File: src/afe_cfg.svh
`ifndef AFE_CFG_SVH
`define AFE_CFG_SVH
// ****************************************
// Register offsets
// ****************************************
`define AFE_ADDR_GAIN       4'h0
`define AFE_ADDR_CUR_TRIM   4'h1
`define AFE_ADDR_VOLT_TRIM  4'h2
`define AFE_ADDR_STATUS     4'h3
// ****************************************
// Field positions
// ****************************************
`define AFE_CUR_GAIN_LSB    0
`define AFE_RANGE_LSB       3
`define AFE_VOLT_GAIN_LSB   5
`define AFE_TRIM_SIGN_BIT   5
`define AFE_INTEG_BIT       7
// ****************************************
// Reset values
// ****************************************
`define AFE_GAIN_RST        8'h00
`define AFE_TRIM_RST        8'h00
// ****************************************
// Step weights in microvolts per gain
// ****************************************
`define AFE_STEP_UV_G1      11'd1610
`define AFE_STEP_UV_G2      11'd1190
`define AFE_STEP_UV_G4      11'd970
`define AFE_STEP_UV_G8      11'd840
`define AFE_STEP_UV_G16     11'd770
`endif

File: src/afe_pkg.sv
package afe_pkg;
	typedef enum logic [2:0] {AFE_G1, AFE_G2, AFE_G4, AFE_G8, AFE_G16} afe_gain_t;
	typedef enum logic [1:0] {AFE_FS_500MV, AFE_FS_250MV, AFE_FS_125MV} afe_range_t;
endpackage : afe_pkg

File: src/afe_trim_if.sv
`timescale 1ns/1ps
interface afe_trim_if;
	logic [7:0]  trim;
	logic [2:0]  gain_code;
	logic        valid;
	logic signed [5:0] steps;
	logic [10:0] step_uv;
	logic signed [17:0] offset_uv;
	modport ctrl (output trim, output gain_code, input valid, input steps, input step_uv,
		input offset_uv);
	modport dec (input trim, input gain_code, output valid, output steps, output step_uv,
		output offset_uv);
endinterface : afe_trim_if

File: src/afe_front_end_cfg.sv
// The address map and strobed register access were decided locally.
`timescale 1ns/1ps
`include "afe_cfg.svh"
module afe_front_end_cfg
(
	input  wire logic                clk_in,
	input  wire logic                rst_n_in,
	input  wire logic                ce_in,
	input  wire logic [3:0]          addr_in,
	input  wire logic [7:0]          wdata_in,
	input  wire logic                wr_in,
	input  wire logic                rd_in,
	output logic [7:0]               rdata_out,
	output afe_pkg::afe_gain_t       cur_gain_out,
	output afe_pkg::afe_gain_t       volt_gain_out,
	output afe_pkg::afe_range_t      cur_range_out,
	output logic                     cfg_valid_out,
	output logic signed [5:0]        cur_trim_steps_out,
	output logic signed [5:0]        volt_trim_steps_out,
	output logic signed [17:0]       cur_offset_uv_out,
	output logic signed [17:0]       volt_offset_uv_out,
	output logic                     integrator_en_out
);
	import afe_pkg::*;
	logic [7:0]  gain_r;
	logic [7:0]  gain_nxt;
	logic [7:0]  ctrim_r;
	logic [7:0]  ctrim_nxt;
	logic [7:0]  vtrim_r;
	logic [7:0]  vtrim_nxt;
	logic [7:0]  rdata_r;
	logic [7:0]  rdata_nxt;
	logic [2:0]  cg_code;
	logic [2:0]  vg_code;
	logic [1:0]  rg_code;
	logic        cg_ok;
	logic        vg_ok;
	logic        rg_ok;
	afe_trim_if  cur_t ();
	afe_trim_if  volt_t ();
	// ****************************************
	// Register file
	// ****************************************
	always_comb
	begin
		gain_nxt  = gain_r;
		ctrim_nxt = ctrim_r;
		vtrim_nxt = vtrim_r;
		rdata_nxt = 8'h00;
		if (wr_in)
		begin
			unique case (addr_in)
				`AFE_ADDR_GAIN:      gain_nxt  = wdata_in;
				`AFE_ADDR_CUR_TRIM:  ctrim_nxt = wdata_in;
				`AFE_ADDR_VOLT_TRIM: vtrim_nxt = wdata_in;
				default:             gain_nxt  = gain_r;
			endcase
		end
		if (rd_in)
		begin
			unique case (addr_in)
				`AFE_ADDR_GAIN:      rdata_nxt = gain_r;
				`AFE_ADDR_CUR_TRIM:  rdata_nxt = ctrim_r;
				`AFE_ADDR_VOLT_TRIM: rdata_nxt = vtrim_r;
				`AFE_ADDR_STATUS:    rdata_nxt = {4'h0, cur_t.valid, rg_ok, vg_ok, cg_ok};
				default:             rdata_nxt = 8'h00;
			endcase
		end
	end
	always_ff @(posedge clk_in)
	begin
		if (!rst_n_in)
		begin
			gain_r  <= `AFE_GAIN_RST;
			ctrim_r <= `AFE_TRIM_RST;
			vtrim_r <= `AFE_TRIM_RST;
			rdata_r <= 8'h00;
		end
		else if (ce_in)
		begin
			gain_r  <= gain_nxt;
			ctrim_r <= ctrim_nxt;
			vtrim_r <= vtrim_nxt;
			rdata_r <= rdata_nxt;
		end
	end
	assign rdata_out = rdata_r;
	// ****************************************
	// Field decode
	// ****************************************
	assign cg_code = gain_r[`AFE_CUR_GAIN_LSB +: 3];
	assign vg_code = gain_r[`AFE_VOLT_GAIN_LSB +: 3];
	assign rg_code = gain_r[`AFE_RANGE_LSB +: 2];
	assign cg_ok   = (cg_code <= 3'h4);
	assign vg_ok   = (vg_code <= 3'h4);
	assign rg_ok   = (rg_code != 2'h3);
	assign cur_gain_out  = cg_ok ? afe_gain_t'(cg_code) : AFE_G1;
	assign volt_gain_out = vg_ok ? afe_gain_t'(vg_code) : AFE_G1;
	assign cur_range_out = rg_ok ? afe_range_t'(rg_code) : AFE_FS_500MV;
	assign cfg_valid_out = cg_ok & vg_ok & rg_ok;
	assign integrator_en_out = ctrim_r[`AFE_INTEG_BIT];
	// ****************************************
	// Trim decoders
	// ****************************************
	assign cur_t.trim       = ctrim_r;
	assign cur_t.gain_code  = cg_code;
	assign volt_t.trim      = vtrim_r;
	assign volt_t.gain_code = vg_code;
	afe_trim_dec u_cur_dec
	(
		.clk_in   (clk_in),
		.rst_n_in (rst_n_in),
		.ce_in    (ce_in),
		.t        (cur_t)
	);
	afe_trim_dec u_volt_dec
	(
		.clk_in   (clk_in),
		.rst_n_in (rst_n_in),
		.ce_in    (ce_in),
		.t        (volt_t)
	);
	assign cur_trim_steps_out  = cur_t.steps;
	assign volt_trim_steps_out = volt_t.steps;
	assign cur_offset_uv_out   = cur_t.offset_uv;
	assign volt_offset_uv_out  = volt_t.offset_uv;
endmodule : afe_front_end_cfg

File: src/afe_trim_dec.sv
`timescale 1ns/1ps
`include "afe_cfg.svh"
module afe_trim_dec
(
	input  wire logic  clk_in,
	input  wire logic  rst_n_in,
	input  wire logic  ce_in,
	afe_trim_if.dec    t
);
	import afe_pkg::*;
	logic [10:0]        step_nxt;
	logic signed [5:0]  steps_nxt;
	logic               valid_nxt;
	logic signed [17:0] off_nxt;
	logic [10:0]        step_r;
	logic signed [5:0]  steps_r;
	logic               valid_r;
	logic signed [17:0] off_r;
	// ****************************************
	// Sign-magnitude trim and gain weight
	// ****************************************
	always_comb
	begin
		valid_nxt = 1'b1;
		unique case (t.gain_code)
			3'h0: step_nxt = `AFE_STEP_UV_G1;
			3'h1: step_nxt = `AFE_STEP_UV_G2;
			3'h2: step_nxt = `AFE_STEP_UV_G4;
			3'h3: step_nxt = `AFE_STEP_UV_G8;
			3'h4: step_nxt = `AFE_STEP_UV_G16;
			default:
			begin
				step_nxt  = 11'h000;
				valid_nxt = 1'b0;
			end
		endcase
		if (t.trim[`AFE_TRIM_SIGN_BIT])
			steps_nxt = -$signed({1'b0, t.trim[4:0]});
		else
			steps_nxt = $signed({1'b0, t.trim[4:0]});
		off_nxt = 18'($signed(steps_nxt)) * $signed({7'h00, step_nxt});
	end
	always_ff @(posedge clk_in)
	begin
		if (!rst_n_in)
		begin
			step_r  <= 11'h000;
			steps_r <= 6'h00;
			valid_r <= 1'b0;
			off_r   <= 18'h00000;
		end
		else if (ce_in)
		begin
			step_r  <= step_nxt;
			steps_r <= steps_nxt;
			valid_r <= valid_nxt;
			off_r   <= off_nxt;
		end
	end
	assign t.step_uv   = step_r;
	assign t.steps     = steps_r;
	assign t.valid     = valid_r;
	assign t.offset_uv = off_r;
endmodule : afe_trim_dec

File: config.mk
export PLATFORM = sky130hd
export DESIGN_NAME = afe_front_end_cfg
export DESIGN_NICKNAME = d
export VERILOG_FILES = /design/src/afe_pkg.sv /design/src/afe_trim_if.sv /design/src/afe_front_end_cfg.sv /design/src/afe_trim_dec.sv
export VERILOG_INCLUDE_DIRS = /design/src
export SDC_FILE = /design/constraint.sdc
export NUM_CORES = 1
export LEC_CHECK = 0
export BUFFER_PORTS_ARGS = -buffer_cell sky130_fd_sc_hd__buf_2
export CAP_MARGIN = 0
export CORE_ASPECT_RATIO = 0.75
export CORE_MARGIN = 4
export CORE_UTILIZATION = 55
export CTS_CLUSTER_SIZE = 14
export DETAILED_ROUTE_END_ITERATION = 7
export PLACE_DENSITY = 0.81
export SETUP_SLACK_MARGIN = 0.2
export SLEW_MARGIN = 20
export SYNTH_ARGS = -nofsm -noshare
export SYNTH_HDL_FRONTEND = slang
export SYNTH_HIERARCHICAL = 1
export SYNTH_SLANG_ARGS = --single-unit
File: constraint.sdc
create_clock -name clk_in -period 5.4 [get_ports clk_in]
set_input_delay 1.08 -clock clk_in [delete_from_list [all_inputs] [get_ports clk_in]]
set_output_delay 1.08 -clock clk_in [all_outputs]
set_load 0.05 [all_outputs]
# After elaboration in Yosys (flattened, before gate mapping)
# Index checks and enable logic that the tools add are counted.
# word_totals
register_bits	81
input_bits	17
wordCells	46
# op_classes
addsub	2
multipliers	2
order_cmp	2
eq_ne	12
n_mux	10
bitwise	2
reduce_logical	7
# op_table
operator	count
one-hot mux 11 bit (5 select lines)	2
multiplier 6 x 12 -> 18 bit	2
one-hot mux 8 bit (4 select lines)	1
== test 3 x 2 -> 1 bit (second input constant)	4
2-to-1 mux 6 bit	2
negation 5 -> 6 bit	2
AND reduction 3 bit	3
== test 4 x 2 -> 1 bit (second input constant)	2
2-to-1 mux 8 bit	1
== test 3 x 1 -> 1 bit (second input constant)	2
== test 3 bit (second input constant)	2
less-or-equal comparator 3 bit (second input constant)	2
logical NOT 3 bit	2
2-to-1 mux 3 bit	2
OR reduction 5 bit	1
== test 4 x 1 -> 1 bit (second input constant)	1
logical NOT 4 bit	1
bitwise AND 1 bit	2
2-to-1 mux 2 bit	1
inequality test 2 bit (second input constant)	1
2-to-1 mux 1 bit	1

# Longest topological paths before layout
# depth
word_depth	3
mapped_depth	20
ltp_nobuf	20

# Modules after synthesis
# Netlist, hierarchy kept.
# modules_own_cells
module	n_inst	cells_per_inst	area_per_inst_um2	seq_area_each_um2
afe_trim_dec (u_cur_dec)	1	362	3241.9	620.6
afe_trim_dec (u_volt_dec)	1	367	3200.6	620.6
afe_front_end_cfg	1	156	1495.2	640.6

# Worst setup path after synthesis
# OpenSTA, ideal clock, no wires.
# synth_timing
kind	reg-to-reg
from	register ctrim_r[0]
to	register u_cur_dec.off_r[17], in the netlist u_cur_dec/t.offset_uv[17]
arrival_time_ns	5.181
t_required_ns	5.269
setup_slack_ns	0.088
stages_incl_launch_ff	20
path_cell_list	dfxtp_1 > inv_1 > ha_1 > a21boi_0 > xor2_1 > o21ai_0 > fa_1 > inv_1 > ha_1 > inv_1 > fa_1 > inv_1 > fa_1 > ha_1 > fa_1 > a21o_1 > a311oi_1 > o31ai_1 > a2111oi_2 > a211oi_1
# synth_via
elab_chain_cells	3
# synth_lines
element	line	rtl
start: declaration	afe_front_end_cfg.sv:27	logic [7:0] ctrim_r;
start signal: assignment	afe_front_end_cfg.sv:75	ctrim_r <= `AFE_TRIM_RST;
start signal: assignment	afe_front_end_cfg.sv:82	ctrim_r <= ctrim_nxt;
negation 5 -> 6 bit	afe_trim_dec.sv:38	steps_nxt = -$signed({1'b0, t.trim[4:0]});
2-to-1 mux 6 bit *	afe_trim_dec.sv:37	if (t.trim[`AFE_TRIM_SIGN_BIT])
multiplier 6 x 12 -> 18 bit *	afe_trim_dec.sv:41	off_nxt = 18'($signed(steps_nxt)) * $signed({7'h00, step_nxt});
end signal: assignment	afe_trim_dec.sv:57	off_r <= off_nxt;
end: declaration	afe_trim_dec.sv:18	logic signed [17:0] off_r;
# Mark *: on every way between the ends. The rest lies on a longest branch, timed or not.
# A chain may end at the register's enable or synchronous reset.

# Worst setup path after layout
# layout_timing
from	register vtrim_r[0], in the netlist volt_t.trim[0]
to	register u_volt_dec.off_r[17], in the netlist u_volt_dec/t.offset_uv[17]
# layout_via
elab_chain_cells	3
# layout_lines
element	line	rtl
start: declaration	afe_front_end_cfg.sv:29	logic [7:0] vtrim_r;
start signal: assignment	afe_front_end_cfg.sv:76	vtrim_r <= `AFE_TRIM_RST;
start signal: assignment	afe_front_end_cfg.sv:83	vtrim_r <= vtrim_nxt;
negation 5 -> 6 bit	afe_trim_dec.sv:38	
2-to-1 mux 6 bit *	afe_trim_dec.sv:37	
multiplier 6 x 12 -> 18 bit *	afe_trim_dec.sv:41	
end signal: assignment	afe_trim_dec.sv:57	
end: declaration	afe_trim_dec.sv:18	
# Marks and branches as above.

==> results_tabular.tex <==
\begin{tabular}{lr}
\hline
Metric & Value \\
\hline
\multicolumn{2}{l}{\textbf{Routing}} \\
\quad First-pass detailed-route iteration total & 5 \\
\quad Via count of the routed design & 6247 \\
\quad DR vias/cell & approximately 5.8 \\
\quad Aggregate routed wire length & around 18 mm \\
\quad Drt first-iter violations & 435 \\
\quad Number of antenna-violating nets in the routed design & 0 \\
\quad DRC violations left & 0 \\
\quad Drt wl/cell & 16.8 um \\
\multicolumn{2}{l}{\textbf{Cells and area}} \\
\quad \# fillers & 1076 \\
\quad Area taken by multi-input logic gates & 5440 um2 \\
\quad Fraction of layout cells with a size suffix above 1 & between 10\% and 20\% \\
\quad Number of antenna cells inserted & 0 \\
\quad Layout Cell Area excl Fill & approximately 8500 um2 \\
\quad Area grow syn2layout & 15.0\% \\
\quad Sequential cell area & around 1600 um2 \\
\quad Net count reported at finish & between 1k and 1.5k \\
\multicolumn{2}{l}{\textbf{Setup path}} \\
\quad CP Data Arrival Time & 5.36 ns \\
\quad CP startpoint kind & flip-flop \\
\quad Category of the critical setup timing path & reg2reg \\
\quad R2R setup slack & between 0.3 and 0.4 ns \\
\quad Chain of cells forming the critical path & inv\_1 -> ha\_1 -> nand2\_1 -> nand2\_1 -> xnor2\_2 -> o21ai\_2 -> fa\_1 -> inv\_1 -> ha\_1 -> inv\_1 -> fa\_1 -> inv\_1 -> fa\_1 -> ha\_1 -> fa\_2 -> a21o\_1 -> a221oi\_4 -> o22ai\_2 -> a2111oi\_2 -> nand3b\_1 \\
\quad Slowest stage delay, CP & between 0.5 and 0.6 ns \\
\quad Maximum fanout along the worst path & 7 \\
\quad Standard cell with the maximum stage delay on the critical path & sky130\_fd\_sc\_hd\_\_fa\_1 \\
\quad Most prevalent standard cell on the critical path & sky130\_fd\_sc\_hd\_\_inv\_1 \\
\quad CP Data Required Time & between 5 and 6 ns \\
\quad Endpoint type of the worst setup path & flip-flop \\
\multicolumn{2}{l}{\textbf{Clock network}} \\
\quad Clock latency of the later-clocked register in the worst-skew pair & about 0.35 ns \\
\quad Clock sink total & between 70 and 80 \\
\quad Count of hold buffers inserted by post-cts repair & 0 \\
\quad Root cell of the clock tree & sky130\_fd\_sc\_hd\_\_clkbuf\_16 \\
\quad H-tree lvl count & 3 \\
\quad Worst-path clk slew & 0.07 ns \\
\quad Number of buffers inserted during clock tree synthesis & 9 \\
\quad CTS tree & yes \\
\quad Max Root-Sink Buffers & 2 \\
\multicolumn{2}{l}{\textbf{Logic synthesis}} \\
\quad Mapped Avg Cell Area & 8.91 um2 \\
\quad Total nets after synthesis & 986 \\
\quad Syn. warnings & 6 \\
\quad Cell count after synthesis & 827 \\
\quad Syn Std Cell Area & around 7400 um2 \\
\multicolumn{2}{l}{\textbf{Placement}} \\
\quad Total of buffers placed on input and output ports & 80 \\
\quad Post-detail-place hpwl & between 10 and 15 mm \\
\quad Placer congestion estimate & around 0.92 \\
\quad Dpl cell area & 8000 um2 \\
\quad Setup slack after placement & slightly above 0.07 ns \\
\multicolumn{2}{l}{\textbf{Timing}} \\
\quad Final setup violation count & 0 \\
\quad Clock Skews & 0.00973 ns \\
\quad Setup slack of the critical path after layout & 0.324 ns \\
\quad Final count of pins violating max slew & 0 \\
\quad Total negative slack for setup checks & 0 ns \\
\quad Ratio of final minimum period to clock period & a little over nine tenths \\
\quad Timing-limited maximum frequency & 197 MHz \\
\quad Actual slew at the worst max-slew pin & just over 0.8 ns \\
\quad Slew headroom & between 40\% and 50\% \\
\quad Final hold vios & 0 \\
\quad RSZ-0062 raised after global routing & yes \\
\quad Time the worst path needs with I/O delays and setup & between 5 and 6 ns \\
\multicolumn{2}{l}{\textbf{Pwr}} \\
\quad Worst voltage drop across the vdd grid & $\sim$160 uV \\
\quad Sw Share & 27.6\% \\
\quad Reg power frac & between 40\% and 50\% \\
\quad Ratio of total power to cell area & between 150 and 200 nW/um2 \\
\quad Power spent charging and discharging nets & 0.379 mW \\
\quad Clk pwr share & a little under half \\
\quad Combinational share of power & under 10\% \\
\quad Internal power & 0.994 mW \\
\quad Leakage dissipation & approximately 4.5 nW \\
\multicolumn{2}{l}{\textbf{Worst hold path}} \\
\quad Kind of path behind the tightest hold check & reg2reg \\
\multicolumn{2}{l}{\textbf{Floorplanning}} \\
\quad Die Wd & between 100 and 150 um \\
\quad Die outline area & between 15000 and 20000 um2 \\
\quad Area inside the core boundary & 13100 um2 \\
\quad Starting density of the core & between 50 and 60\% \\
\quad Top-level port count & between 80 and 90 \\
\quad Site row count & 36 \\
\quad Die Span Y & approximately 110 um \\
\multicolumn{2}{l}{\textbf{Global routing}} \\
\quad Antenna violations before repair & 0 \\
\quad Largest net degree at the start of global routing & 86 \\
\quad Global-route wire length before repair & slightly below 30 mm \\
\quad Global routing usage summed across all routing layers & 24.0\% \\
\quad Remaining global-route overflow & 0 \\
\quad Number of global-route vias before repair & roughly 6.0k \\
\multicolumn{2}{l}{\textbf{Run status}} \\
\quad Run status & complete, no violations \\
\multicolumn{2}{l}{\textbf{Job}} \\
\quad Max Cap Viol & 0 \\
\hline
\end{tabular}
[stage by stage]
step | hold WS, ns | total power [mW] | util, % | cells
after floorplan | 0.438 | 0.698 | - | 827
after CTS | 0.470 | 1.38 | 63.7 | 1083
after global routing | 0.496 | 1.41 | 64.8 | 1085
final | 0.468 | 1.37 | 64.8 | 1085
after global placement | 0.450 | 0.726 | 61.2 | 1067
after detailed placement | 0.460 | 0.728 | 61.2 | 1067
[worst max-delay path: cells and delay by family, from the launching register on]
kind	cells	cell delay, ns
adders and majority gates	7	2.65
xor gates and xnor gates	1	0.23
buffers and inverters	4	0.24
DFF	1	0.39
AOI/OAI and AO/OA	5	1.19
and+or+nand+nor	3	0.33
[power by group through the flow]
stage,Combinational [mW],Sequential (mW),Clock (mW)
2_1_floorplan,0.0721,0.626,0
3_3_place_gp,0.118,0.608,0
3_5_place_dp,0.119,0.608,0
4_1_cts,0.120,0.595,0.668
5_1_grt,0.132,0.594,0.688
6_report,0.122,0.594,0.657
[routing by layer]
metal  wire length [um]  GRT usage [%]
met5                  0              0
met3               1460           5.17
met1               8550           34.9
met2               7970           36.5
met4                235           6.16
[cell usage in the layout (no fill, tap or decap), types with 3 or more instances in the layout]
master,n
sky130_fd_sc_hd__or2_2,6
sky130_fd_sc_hd__nand3b_1,6
sky130_fd_sc_hd__o21bai_1,3
sky130_fd_sc_hd__a2111oi_2,3
sky130_fd_sc_hd__dfxtp_4,3
sky130_fd_sc_hd__nor2b_1,25
sky130_fd_sc_hd__nand4_1,5
sky130_fd_sc_hd__o211ai_1,8
sky130_fd_sc_hd__and2_1,9
sky130_fd_sc_hd__nor2_1,74
sky130_fd_sc_hd__buf_2,80
sky130_fd_sc_hd__nor3b_1,5
sky130_fd_sc_hd__a32o_1,5
sky130_fd_sc_hd__nand2_1,84
sky130_fd_sc_hd__o2bb2ai_1,5
sky130_fd_sc_hd__a21oi_1,34
sky130_fd_sc_hd__mux2i_1,48
sky130_fd_sc_hd__clkbuf_16,9
sky130_fd_sc_hd__mux2_2,5
sky130_fd_sc_hd__nand2_2,3
sky130_fd_sc_hd__a211oi_1,7
sky130_fd_sc_hd__and3_1,7
sky130_fd_sc_hd__a21o_1,10
sky130_fd_sc_hd__xnor2_1,10
sky130_fd_sc_hd__o21ai_0,14
sky130_fd_sc_hd__a31oi_1,4
sky130_fd_sc_hd__nand3_1,18
sky130_fd_sc_hd__o211a_1,6
sky130_fd_sc_hd__xnor2_2,4
sky130_fd_sc_hd__xor2_1,8
sky130_fd_sc_hd__dfxtp_1,76
sky130_fd_sc_hd__inv_1,81
sky130_fd_sc_hd__buf_4,25
sky130_fd_sc_hd__nand2b_1,6
sky130_fd_sc_hd__fa_1,56
sky130_fd_sc_hd__nor3_1,12
sky130_fd_sc_hd__ha_1,82
[layout make-up]
type                    count  share of cell area, %
flip-flops and latches     79                   18.8
clock buffers               9                   2.66
repair buffers            105                   6.94
inverters                  86                   3.84
multi-input cells         628                   64.2
clock inverters             7                   1.02
well taps                 171                   2.53
[sequential cells by signal, indices dropped and copies added (netlist names)]
signal and flops:
volt_t.trim 8, u_volt_dec/t.steps 6, gain_r 8, ctrim_r 8
u_cur_dec/t.valid 1, u_volt_dec/t.offset_uv 17, rdata_out 8, u_cur_dec/t.steps 6
u_cur_dec/t.offset_uv 17
[timing repair]
item | CTS | global route
buffers inserted | 0 | 2
pin swaps | 1 | 20
gates resized for setup | 5 | 32
setup endpoints to repair | 3 | 11
[path summary, 6_finish.rpt]
check | startpoint | endpoint | cells after the start
worst max-delay path | volt_t.trim[0] | u_volt_dec/t.offset_uv[17] | 20
worst max register to register | volt_t.trim[0] | u_volt_dec/t.offset_uv[17] | 20
worst min-delay path | ctrim_r[6] | ctrim_r[6] | 2
worst min register to register | ctrim_r[6] | ctrim_r[6] | 2
(Power assumes the default switching activity.)
